`src/include/scb_pkg.sv`:
```
`default_nettype none
package scb_pkg;

  // ************************************************************
  // Register byte offsets
  // ************************************************************
  localparam logic [7:0] OFS_MODE = 8'h00;
  localparam logic [7:0] OFS_CTRL = 8'h04;
  localparam logic [7:0] OFS_TXD  = 8'h08;
  localparam logic [7:0] OFS_STAT = 8'h0c;
  localparam logic [7:0] OFS_CARD = 8'h10;

  // ************************************************************
  // Control register fields
  // ************************************************************
  localparam int CTL_TX_EMPTY_IRQ = 7;
  localparam int CTL_RX_IRQ       = 6;
  localparam int CTL_TX_ON        = 5;
  localparam int CTL_RX_ON        = 4;
  localparam int CTL_ADDR_FILT    = 3;
  localparam int CTL_TX_DONE_IRQ  = 2;
  localparam int CTL_CLK_SEL_HI   = 1;
  localparam int CTL_CLK_SEL_LO   = 0;

  // ************************************************************
  // Status register fields
  // ************************************************************
  localparam int ST_TX_EMPTY = 7;
  localparam int ST_RX_FULL  = 6;
  localparam int ST_OVERRUN  = 5;
  localparam int ST_FRAMING  = 4;
  localparam int ST_PARITY   = 3;
  localparam int ST_TX_DONE  = 2;
  localparam int ST_MPB      = 1;
  localparam int ST_MPBT     = 0;

  // ************************************************************
  // Mode and card register fields
  // ************************************************************
  localparam int MOD_SYNC      = 7;
  localparam int MOD_CLK_STYLE = 6;
  localparam int MOD_ADDR_FRM  = 2;
  localparam int CARD_SEL      = 0;

  // ************************************************************
  // Reset values and codes
  // ************************************************************
  localparam logic [7:0] CTRL_RST = 8'h00;
  localparam logic [7:0] MODE_RST = 8'h00;
  localparam logic [7:0] STAT_RST = 8'h84;
  localparam logic [1:0] CKS_PORT = 2'h0;
  localparam logic [1:0] CKS_OUT  = 2'h1;
  localparam logic [1:0] CKS_HIGH = 2'h2;
  localparam int         OS_PER_BIT = 16;
  localparam int         APB_DW     = 32;

  typedef enum logic [2:0] {SCB_SCK_PORT, SCB_SCK_CLK, SCB_SCK_LOW, SCB_SCK_HIGH, SCB_SCK_EXT} scb_sck_role_t;

endpackage
`default_nettype wire

```
`src/hw/scb_clk_ctl.sv`:
```
`timescale 1ns/1ns
`default_nettype none
module scb_clk_ctl #(
  parameter int BAUD_DIV = 8
) (
  input  wire logic       clk,            // Core clock
  input  wire logic       rstn,           // Sync reset, low
  input  wire logic       sync_mode,      // Clocked synchronous mode
  input  wire logic       card_mode,      // Smart-card mode
  input  wire logic       card_clk_style, // Card pin style
  input  wire logic [1:0] clk_sel,        // Clock select field
  input  wire logic       sck_i,          // Clock pin level in
  output logic            sck_o,          // Clock pin level out
  output logic            sck_oe,         // Clock pin drive enable
  output logic            ext_clk,        // External clock in use
  output logic            os_tick,        // Oversample tick
  output logic            bit_tick        // Bit-rate tick
);

  // Divider counter is 16 bits wide
  if (BAUD_DIV < 1 || BAUD_DIV > 65536) $error("BAUD_DIV out of range for the divider");

  typedef struct packed {
    logic [15:0] div_cnt;
    logic [3:0]  os_cnt;
    logic        sck_q;
    logic        sck_out;
  } scb_clk_state_t;

  scb_clk_state_t st, next_st;
  scb_pkg::scb_sck_role_t role;
  logic int_tick;
  logic ext_edge;
  logic os_last;

  // ************************************************************
  // Pin role
  // ************************************************************
  always_comb
  begin
    if (card_mode && !card_clk_style)
      role = (clk_sel == scb_pkg::CKS_OUT) ? scb_pkg::SCB_SCK_CLK : scb_pkg::SCB_SCK_PORT;
    else if (card_mode)
    begin
      if (clk_sel[0])
        role = scb_pkg::SCB_SCK_CLK;
      else
        role = clk_sel[1] ? scb_pkg::SCB_SCK_HIGH : scb_pkg::SCB_SCK_LOW;
    end
    else if (clk_sel[1])
      role = scb_pkg::SCB_SCK_EXT;
    else if (sync_mode || clk_sel == scb_pkg::CKS_OUT)
      role = scb_pkg::SCB_SCK_CLK;
    else
      role = scb_pkg::SCB_SCK_PORT;
  end

  assign ext_clk  = (role == scb_pkg::SCB_SCK_EXT);
  assign int_tick = (st.div_cnt == 16'(BAUD_DIV - 1));
  assign ext_edge = sck_i && !st.sck_q;
  assign os_last  = (st.os_cnt == 4'(scb_pkg::OS_PER_BIT - 1));
  assign os_tick  = ext_clk ? ext_edge : int_tick;
  // In sync mode an outside clock edge is itself the bit clock
  assign bit_tick = (ext_clk && sync_mode) ? ext_edge : (os_tick && os_last);
  assign sck_oe   = (role != scb_pkg::SCB_SCK_PORT) && (role != scb_pkg::SCB_SCK_EXT);
  assign sck_o    = st.sck_out;

  always_comb
  begin
    next_st         = st;
    next_st.sck_q   = sck_i;
    next_st.div_cnt = int_tick ? 16'h0000 : st.div_cnt + 16'h0001;
    if (os_tick)
      next_st.os_cnt = os_last ? 4'h0 : st.os_cnt + 4'h1;
    case (role)
      scb_pkg::SCB_SCK_CLK:  next_st.sck_out = next_st.os_cnt[3];
      scb_pkg::SCB_SCK_HIGH: next_st.sck_out = 1'b1;
      default:               next_st.sck_out = 1'b0;
    endcase
  end

  always_ff @(posedge clk)
  begin
    if (!rstn)
      st <= '0;
    else
      st <= next_st;
  end

endmodule
`default_nettype wire

```
`src/hw/scb_ctl.sv`:
```
// Design decisions made here: the address map and the APB interface to the registers.
`timescale 1ns/1ns
`default_nettype none
module scb_ctl #(
  parameter int APB_AW   = 8,
  parameter int BAUD_DIV = 8
) (
  input  wire logic              clk,         // Core clock
  input  wire logic              rstn,        // Sync reset, low
  input  wire logic [APB_AW-1:0] paddr,       // APB address
  input  wire logic              psel,        // APB select
  input  wire logic              penable,     // APB enable
  input  wire logic              pwrite,      // APB direction
  input  wire logic [31:0]       pwdata,      // APB write data
  output logic      [31:0]       prdata,      // APB read data
  output logic                   pready,      // APB ready
  output logic                   pslverr,     // APB error
  input  wire logic              tx_load_evt, // Holding byte moved to shifter
  input  wire logic              tx_end_evt,  // Last bit sent, nothing queued
  input  wire logic              rx_done_evt, // Received frame complete
  input  wire logic              rx_fer,      // Frame had framing error
  input  wire logic              rx_per,      // Frame had parity error
  input  wire logic              rx_mpb,      // Frame address bit
  input  wire logic              rxd,         // Serial data in
  input  wire logic              sck_i,       // Clock pin in
  output logic                   sck_o,       // Clock pin out
  output logic                   sck_oe,      // Clock pin drive enable
  output logic                   ext_clk,     // External clock selected
  output logic                   os_tick,     // Oversample tick
  output logic                   bit_tick,    // Bit tick
  output logic      [7:0]        tx_data,     // Byte to transmit
  output logic                   tx_mpbt,     // Address bit to transmit
  output logic                   tx_ready,    // Holding byte ready to send
  output logic                   rx_start,    // Reception start pulse
  output logic                   tx_empty_req, // Buffer-empty request
  output logic                   rx_full_req,  // Receive-full request
  output logic                   rx_error_req, // Receive-error request
  output logic                   tx_done_req   // Transmit-end request
);

  if (APB_AW < 5) $error("APB_AW too small for register map");

  typedef struct packed {
    logic [7:0]  ctrl;
    logic [7:0]  mode;
    logic        card_sel;
    logic [7:0]  txd;
    logic [7:0]  stat;
    logic [7:0]  armed;
    logic [31:0] rdata;
    logic        err;
    logic        rxd_q;
  } scb_ctl_state_t;

  scb_ctl_state_t st, next_st;
  logic [7:0] wadr;
  logic       setup;
  logic       acc;
  logic       wr;
  logic       rd;
  logic       hit;
  logic       card;
  logic       filt_on;
  logic       rx_evt;
  logic       rx_take;
  logic [7:0] clr;

  // ************************************************************
  // APB slave, zero wait
  // ************************************************************
  assign wadr    = 8'(paddr);
  assign setup   = psel && !penable;
  assign acc     = psel && penable;
  assign wr      = acc && pwrite && !st.err;
  assign rd      = acc && !pwrite && !st.err;
  assign pready  = acc;
  assign pslverr = acc && st.err;
  assign prdata  = st.rdata;
  assign hit     = (wadr == scb_pkg::OFS_MODE) || (wadr == scb_pkg::OFS_CTRL) || (wadr == scb_pkg::OFS_TXD)
                || (wadr == scb_pkg::OFS_STAT) || (wadr == scb_pkg::OFS_CARD);

  // ************************************************************
  // Mode decode
  // ************************************************************
  assign card    = st.card_sel;
  // Filter bit is inert unless async address-frame mode
  assign filt_on = st.ctrl[scb_pkg::CTL_ADDR_FILT] && st.mode[scb_pkg::MOD_ADDR_FRM]
                && !st.mode[scb_pkg::MOD_SYNC] && !card;
  assign rx_evt  = rx_done_evt && st.ctrl[scb_pkg::CTL_RX_ON];
  assign rx_take = rx_evt && !(filt_on && !rx_mpb);

  // Write-zero clears only take effect on flags read as one; transmit-end clears along with the empty flag
  always_comb
  begin
    clr = 8'h00;
    if (wr && wadr == scb_pkg::OFS_STAT)
      clr = ~pwdata[7:0] & st.armed;
    clr[scb_pkg::ST_TX_DONE] = clr[scb_pkg::ST_TX_EMPTY];
    // Received address bit is read-only
    clr[scb_pkg::ST_MPB]     = 1'b0;
  end

  // ************************************************************
  // Next state
  // ************************************************************
  always_comb
  begin
    next_st       = st;
    next_st.rxd_q = rxd;
    if (setup)
    begin
      next_st.err   = !hit;
      next_st.rdata = 32'h00000000;
      case (wadr)
        scb_pkg::OFS_MODE: next_st.rdata[7:0] = st.mode;
        scb_pkg::OFS_CTRL: next_st.rdata[7:0] = st.ctrl;
        scb_pkg::OFS_TXD:  next_st.rdata[7:0] = st.txd;
        scb_pkg::OFS_STAT: next_st.rdata[7:0] = st.stat;
        scb_pkg::OFS_CARD: next_st.rdata[scb_pkg::CARD_SEL] = st.card_sel;
        default:           next_st.rdata      = 32'h00000000;
      endcase
    end
    if (acc)
      next_st.err = 1'b0;
    if (wr)
    begin
      case (wadr)
        scb_pkg::OFS_MODE: next_st.mode     = pwdata[7:0];
        scb_pkg::OFS_CTRL: next_st.ctrl     = pwdata[7:0];
        scb_pkg::OFS_TXD:  next_st.txd      = pwdata[7:0];
        scb_pkg::OFS_CARD: next_st.card_sel = pwdata[scb_pkg::CARD_SEL];
        scb_pkg::OFS_STAT: next_st.stat[scb_pkg::ST_MPBT] = pwdata[scb_pkg::ST_MPBT];
        default:           next_st.err      = 1'b0;
      endcase
    end
    // Arm on a status read, disarm after any status write
    if (rd && wadr == scb_pkg::OFS_STAT)
      next_st.armed = st.armed | st.rdata[7:0];
    else if (wr && wadr == scb_pkg::OFS_STAT)
      next_st.armed = 8'h00;
    // Clears first so a same-cycle set wins
    next_st.stat = next_st.stat & ~clr;
    if (tx_load_evt)
      next_st.stat[scb_pkg::ST_TX_EMPTY] = 1'b1;
    if (tx_end_evt)
      next_st.stat[scb_pkg::ST_TX_DONE] = 1'b1;
    if (rx_take)
    begin
      if (st.stat[scb_pkg::ST_RX_FULL])
        next_st.stat[scb_pkg::ST_OVERRUN] = 1'b1;
      else
      begin
        next_st.stat[scb_pkg::ST_RX_FULL] = 1'b1;
        next_st.stat[scb_pkg::ST_FRAMING] = next_st.stat[scb_pkg::ST_FRAMING] | rx_fer;
        next_st.stat[scb_pkg::ST_PARITY]  = next_st.stat[scb_pkg::ST_PARITY] | rx_per;
      end
    end
    if (rx_evt && filt_on && rx_mpb)
    begin
      next_st.ctrl[scb_pkg::CTL_ADDR_FILT] = 1'b0;
      next_st.stat[scb_pkg::ST_MPB]        = 1'b1;
    end
    else if (rx_take)
      next_st.stat[scb_pkg::ST_MPB] = rx_mpb;
    // Transmitter off pins the empty flag high
    if (!next_st.ctrl[scb_pkg::CTL_TX_ON])
      next_st.stat[scb_pkg::ST_TX_EMPTY] = 1'b1;
  end

  always_ff @(posedge clk)
  begin
    if (!rstn)
    begin
      st      <= '0;
      st.ctrl <= scb_pkg::CTRL_RST;
      st.mode <= scb_pkg::MODE_RST;
      st.stat <= scb_pkg::STAT_RST;
    end
    else
      st <= next_st;
  end

  // ************************************************************
  // Requests and datapath hooks
  // ************************************************************
  assign tx_empty_req = st.ctrl[scb_pkg::CTL_TX_EMPTY_IRQ] && st.stat[scb_pkg::ST_TX_EMPTY];
  assign rx_full_req  = st.ctrl[scb_pkg::CTL_RX_IRQ] && st.stat[scb_pkg::ST_RX_FULL];
  assign rx_error_req = st.ctrl[scb_pkg::CTL_RX_IRQ]
                     && |{st.stat[scb_pkg::ST_FRAMING], st.stat[scb_pkg::ST_PARITY], st.stat[scb_pkg::ST_OVERRUN]};
  // Transmit-end has no card meaning, so it stays masked there
  assign tx_done_req  = st.ctrl[scb_pkg::CTL_TX_DONE_IRQ] && !card && st.stat[scb_pkg::ST_TX_DONE];
  assign tx_data      = st.txd;
  assign tx_mpbt      = st.stat[scb_pkg::ST_MPBT];
  assign tx_ready     = st.ctrl[scb_pkg::CTL_TX_ON] && !st.stat[scb_pkg::ST_TX_EMPTY];
  // Async waits for a falling start edge, sync for the shift clock
  assign rx_start     = st.ctrl[scb_pkg::CTL_RX_ON]
                     && (st.mode[scb_pkg::MOD_SYNC] ? bit_tick : (st.rxd_q && !rxd));

  scb_clk_ctl #(
    .BAUD_DIV (BAUD_DIV)
  ) u_clk (
    .clk            (clk),
    .rstn           (rstn),
    .sync_mode      (st.mode[scb_pkg::MOD_SYNC]),
    .card_mode      (card),
    .card_clk_style (st.mode[scb_pkg::MOD_CLK_STYLE]),
    .clk_sel        ({st.ctrl[scb_pkg::CTL_CLK_SEL_HI], st.ctrl[scb_pkg::CTL_CLK_SEL_LO]}),
    .sck_i          (sck_i),
    .sck_o          (sck_o),
    .sck_oe         (sck_oe),
    .ext_clk        (ext_clk),
    .os_tick        (os_tick),
    .bit_tick       (bit_tick)
  );

  // ************************************************************
  // Checks
  // ************************************************************
  logic [1:0] cks;
  logic       sync_m;
  assign cks    = {st.ctrl[scb_pkg::CTL_CLK_SEL_HI], st.ctrl[scb_pkg::CTL_CLK_SEL_LO]};
  assign sync_m = st.mode[scb_pkg::MOD_SYNC];
endmodule
`default_nettype wire

```
`config.mk`:
```
export PLATFORM = sky130hd
export DESIGN_NAME = scb_ctl
export DESIGN_NICKNAME = d
export VERILOG_FILES = /design/src/include/scb_pkg.sv /design/src/hw/scb_clk_ctl.sv /design/src/hw/scb_ctl.sv
export SDC_FILE = /design/constraint.sdc
export NUM_CORES = 1
export LEC_CHECK = 0
export BUFFER_PORTS_ARGS = -buffer_cell sky130_fd_sc_hd__buf_2
export CORE_MARGIN = 1
export CORE_UTILIZATION = 52
export CTS_CLUSTER_SIZE = 30
export DETAILED_ROUTE_END_ITERATION = 6
export PLACE_DENSITY = 0.91
export SETUP_SLACK_MARGIN = 0.05
export SKIP_CTS_REPAIR_TIMING = 1
export SYNTH_ARGS = -nofsm -noshare
export SYNTH_HDL_FRONTEND = slang
export SYNTH_SLANG_ARGS = --single-unit
```
`constraint.sdc`:
```
create_clock -name clk -period 3 [get_ports clk]
set_input_delay 0.45 -clock clk [delete_from_list [all_inputs] [get_ports clk]]
set_output_delay 0.45 -clock clk [all_outputs]
set_load 0.05 [all_outputs]
```
-- Word-level counts from Yosys, hierarchy flattened
Cells that the tools add are included.
- register bits: 73
- output and inout bits: 54
- logic and storage cells: 135
- add/sub/neg operators: 2
- eq/ne operators: 11
- multiplexer cells: 35
- bitwise operators: 9
- reduce and logical (&&, ||, !) cells: 60
- operators with widths (cell ; number):
    8-bit two-way mux ; 5
    1-bit logical AND ; 30
    7-bit one-hot mux with 4 select lines ; 1
    23-bit two-way mux ; 1
    1-bit two-way mux ; 17
    16-bit by 1-bit adder with 16-bit output, second input constant ; 1
    8-bit bitwise AND ; 2
    16-bit by 3-bit equality test with 1-bit output, second input constant ; 1
    8-bit by 4-bit equality test with 1-bit output, second input constant ; 2
    8-bit NOT ; 2
    1-bit logical NOT ; 12
    3-bit two-way mux ; 4
    4-bit two-way mux ; 3
    8-bit by 3-bit equality test with 1-bit output, second input constant ; 1
    8-bit by 5-bit equality test with 1-bit output, second input constant ; 1
    8-bit logical NOT ; 1
    8-bit OR ; 1
    2-bit AND reduction ; 4
    6-bit two-way mux ; 1
    2-bit OR reduction ; 3
    3-bit OR reduction ; 2
    1-bit logical OR ; 5
    1-bit one-hot mux with 5 select lines ; 1
    5-bit OR reduction ; 1
    other kinds (13) ; 15

-- Logic depth before layout (Yosys ltp)
- depth after elaboration: 12
- depth in mapped cells: 6
- mapped depth without buffers: 5

-- By module
Synthesis repeated with hierarchy kept, for this count alone.
- cells, all modules: 385
- area, all modules: 3560.9 um2
- by module, submodules not included (module ; instances ; cells each ; area an instance (um2) ; seq. area each (um2)):
    scb_ctl ; 1 ; 255 ; 2413.6 ; 960.9
    scb_clk_ctl ; 1 ; 130 ; 1147.4 ; 440.4

-- Worst setup path after synthesis
No wires, ideal clock.
- path type: register to output
- from: register u_clk.st[17] (netlist bit)
- to: output rx_start
- arrival time: 2.420 ns
- path slack: 0.130 ns
- cell stages (with the launch flop): 5
- cell sequence: dfxtp_1 > or4_1 > nor4_1 > nand3_1 > a31oi_1
- longest elaborated chain between the ends: 6
- RTL lines (what ; RTL line ; text):
    start, declared ; scb_clk_ctl.sv:30 ; scb_clk_state_t st, next_st;
    start signal, assigned ; scb_clk_ctl.sv:87 ; st <= next_st;
    16-bit by 3-bit equality test with 1-bit output ; scb_clk_ctl.sv:59 ; assign int_tick = (st.div_cnt == 16'(BAUD_DIV - 1));
    1-bit two-way mux ; scb_clk_ctl.sv:62 ; assign os_tick = ext_clk ? ext_edge : int_tick;
    1-bit logical AND ; scb_clk_ctl.sv:64 ; assign bit_tick = (ext_clk && sync_mode) ? ext_edge : (os_tick && os_last);
    1-bit two-way mux ; scb_clk_ctl.sv:64 ;
    1-bit two-way mux ; scb_ctl.sv:197 ; && (st.mode[scb_pkg::MOD_SYNC] ? bit_tick : (st.rxd_q && !rxd));
    1-bit logical AND ; scb_ctl.sv:197 ;
    end, declared ; scb_ctl.sv:34 ; output logic rx_start,
Every way passes these cells.

-- Worst setup path after layout
Same ends and word-level chain as after synthesis.

==> flow_summary.ini <==
[setup_path]
rr_startpoint = st[1]
crit_family = simple AND/OR/NAND/NOR gates
critPathMaxFanout = 7
ff2ff_path_depth = 4
crit_buf_inv = 2
crit_arrival_ns = 2.20
path_cells = or4_1 > nor4_1 > buf_4 > nand3_1 > a31oi_1 > buf_2
r2r_end = tx_data[1]
ff2ff_setup_slack_ns = 0.76
cpMaxStageDelayCell = or4_1
crit_path_max_incr_delay_ns = 0.52
required_ns = 2.55
path_depth = 6
crit_end = rx_start
start_kind = flop
critPathLaunch = u_clk.st[17]
crit_path_end_kind = output pin
critical_path_class = reg -> out

[synth]
netlist_top_cells_count = dfxtp_1, nand2_1, buf_4
synth_edf_count = 0
async_reset_ff_share_pct = 0
yosysUniqueCellTypes = 53
synth.largest_area_cell = dfxtp_1
syn_area_per_cell_um2 = 8.61
synth_top_area_share_pct = 39.1
yosysMostFrequentCell = dfxtp_1
yosysSeqAreaShare_pct = 39.1
synthFlopType = dfxtp_1
synth_area_leaders = dfxtp_1, buf_4, mux2i_1
syn-instance-count = 416
ys_seq_elements = 70
syn_area_um2 = 3580
ys.warnings.count = 0

[sta]
rsz0062_at_grt = false
slew_viol_final = 0
fmax_mhz = 377
final.setup_skew_ns = 0.0109
hold_violations = 0
finalCritPeriodShare_pct = 88.5
min_period_ns = 2.65
setup_viol = 0
fin_setup_tns_ns = 0
slew-limit-headroom_pct = 56.7
tightest_slew_ns = 0.640

[drt]
drc = 0
ant_nets = 0
wl_mm = 8.74
routedWlPerCell_um = 16.4
drt-initial-drc-count = 449
vias = 3181
via_per_inst = 5.96
firstDrtPassIters = 5

[placed_design]
place.gp.congestion = 0.871
place_hpwl_mm = 6.08
io_buffers = 58
place_area_um2 = 3700

[finish]
final_layout_size_suffix_gt1_share_pct = 20.8
area_growth_pct = 8.84
postLayoutCellArea_um2 = 3900
diodes = 0
nets = 507

[global_route]
grt_pass1_vias = 2966
grt_pass1_wl_mm = 14.1
globalRouteOverflowTotal = 0
grt_max_degree = 47
grt_antenna_before_repair = 0
grt_usage_pct = 25.0

[die]
pin_count = 107
die_x_um = 85
start_util_pct = 55.2
dieHeight_um = 85
core-area_um2 = 6490
die_area_um2 = 7230
rows = 29

[clock_network]
cts-root-buf = clkbuf_8
clk_path_buf_depth = 2
cts_sinks = 70
clkTransAtPathRegs_ns = 0.08
tritoncts.num_buffers = 9
cts_tree = done
clkLatencyLatePin_ns = 0.35
htreeDepth = 3

[run]
maxCapViolCount = 0

[power]
power_per_cell_area_nw_per_um2 = 481
p_leak_nw = 1.67
vdd_drop_max_mv = 0.242

[run_status]
status = finished, final reports clean

[hold_path]
hold_start = tx_end_evt
hold_path.class = in -> reg
how the worst min path moves through the flow:
| stage | depth (start not counted) | slack (ns) | end |
|---|---|---|---|
| finish | 2 | 0.29 | st[44] |
| global route | 2 | 0.30 | st[44] |
| CTS | 2 | 0.29 | st[44] |
| detailed placement | 2 | 0.44 | prdata[1] |
| global placement | 2 | 0.43 | prdata[1] |
| floorplan | 2 | 0.43 | prdata[1] |
final cells by class:
class / instances / area, µm²
clock buffer: 9 / 124
clock inverter: 7 / 73.8
fill: 537 / 2600
inverter: 18 / 67.6
multi-input combinational: 290 / 1810
sequential: 70 / 1400
tap: 77 / 96.3
timing repair buffer: 63 / 328
metrics by stage:
step / utilization (%) / setup slack (ns) / total power, mW / std cells / hold slack [ns]
2_1_floorplan: - / 0.130 / 1.12 / 439 / 0.426
3_3_place_gp: 57.0 / 0.281 / 1.13 / 518 / 0.432
3_5_place_dp: 57.0 / 0.218 / 1.13 / 518 / 0.437
4_1_cts: 60.0 / 0.315 / 1.88 / 534 / 0.290
5_1_grt: 60.0 / 0.233 / 1.93 / 534 / 0.298
6_report: 60.0 / 0.346 / 1.88 / 534 / 0.293
power breakdown:
part	total [mW]	leakage (nW)	internal, mW	switching [mW]
clock network	0.760	0.0996	0.386	0.374
logic	0.173	1.00	0.0376	0.135
registers	0.944	0.565	0.937	0.00730
total	1.88	1.67	1.36	0.516
cells in the final DEF, fill, tap and decap left out, types with 3 or more instances in the layout:
cell type	synthesis	routed
a31oi_1	4	4
nand2b_1	3	3
nand3_1	20	20
dfxtp_1	70	70
nand2_1	48	48
clkbuf_8	0	9
mux2i_1	21	21
nor2b_1	5	5
inv_1	17	17
conb_1	1	24
a22o_1	5	5
nor4_1	6	6
a21oi_1	17	17
o22ai_1	3	3
xnor2_1	12	12
or3_1	3	3
nor3_1	11	11
and2_1	6	6
mux4_2	7	7
buf_4	40	5
nor2_1	30	30
nand4_1	4	4
o21ai_0	20	20
and3_1	4	4
buf_2	4	58
a31o_2	5	5
worst register-to-register path, cell delays in order, from the launching register on:
cell	delay, ns
dfxtp_1	0.33
nand4b_1	0.34
or4_4	0.54
or3b_1	0.68
mux2i_1	0.21
kinds of logic after synthesis:
logic type,count (synthesis),share of synthesized area [%]
multiplexers,28,10.3
flip-flops,70,39.1
XOR/XNOR,14,3.42
AO/OA/AOI/OAI,66,11.7
AND/OR/NAND/NOR,156,21.9
other,1,0.105
adder cells (fa/ha/maj),2,0.698
buffers and inverters,79,12.8
sequential cells by signal, indices dropped and copies added (netlist names):
name and cells:
cks 2, tx_mpbt 1, u_clk.st 21, card 1, u_clk.sck_o 1, prdata 8
tx_data 8, st 28
per-layer routing:
metal / GRT usage (%) / wire length [µm] / up-vias / share of wire [%]
li1: - / - / 1457 / -
met1: 31.5 / 3620 / 1496 / 41
met2: 39.5 / 4090 / 193 / 47
met3: 4.86 / 716 / 35 / 8.2
met4: 15.6 / 311 / 0 / 3.6
met5: 0 / 0 / - / 0
Note: power is estimated with default switching activity, not from simulation.
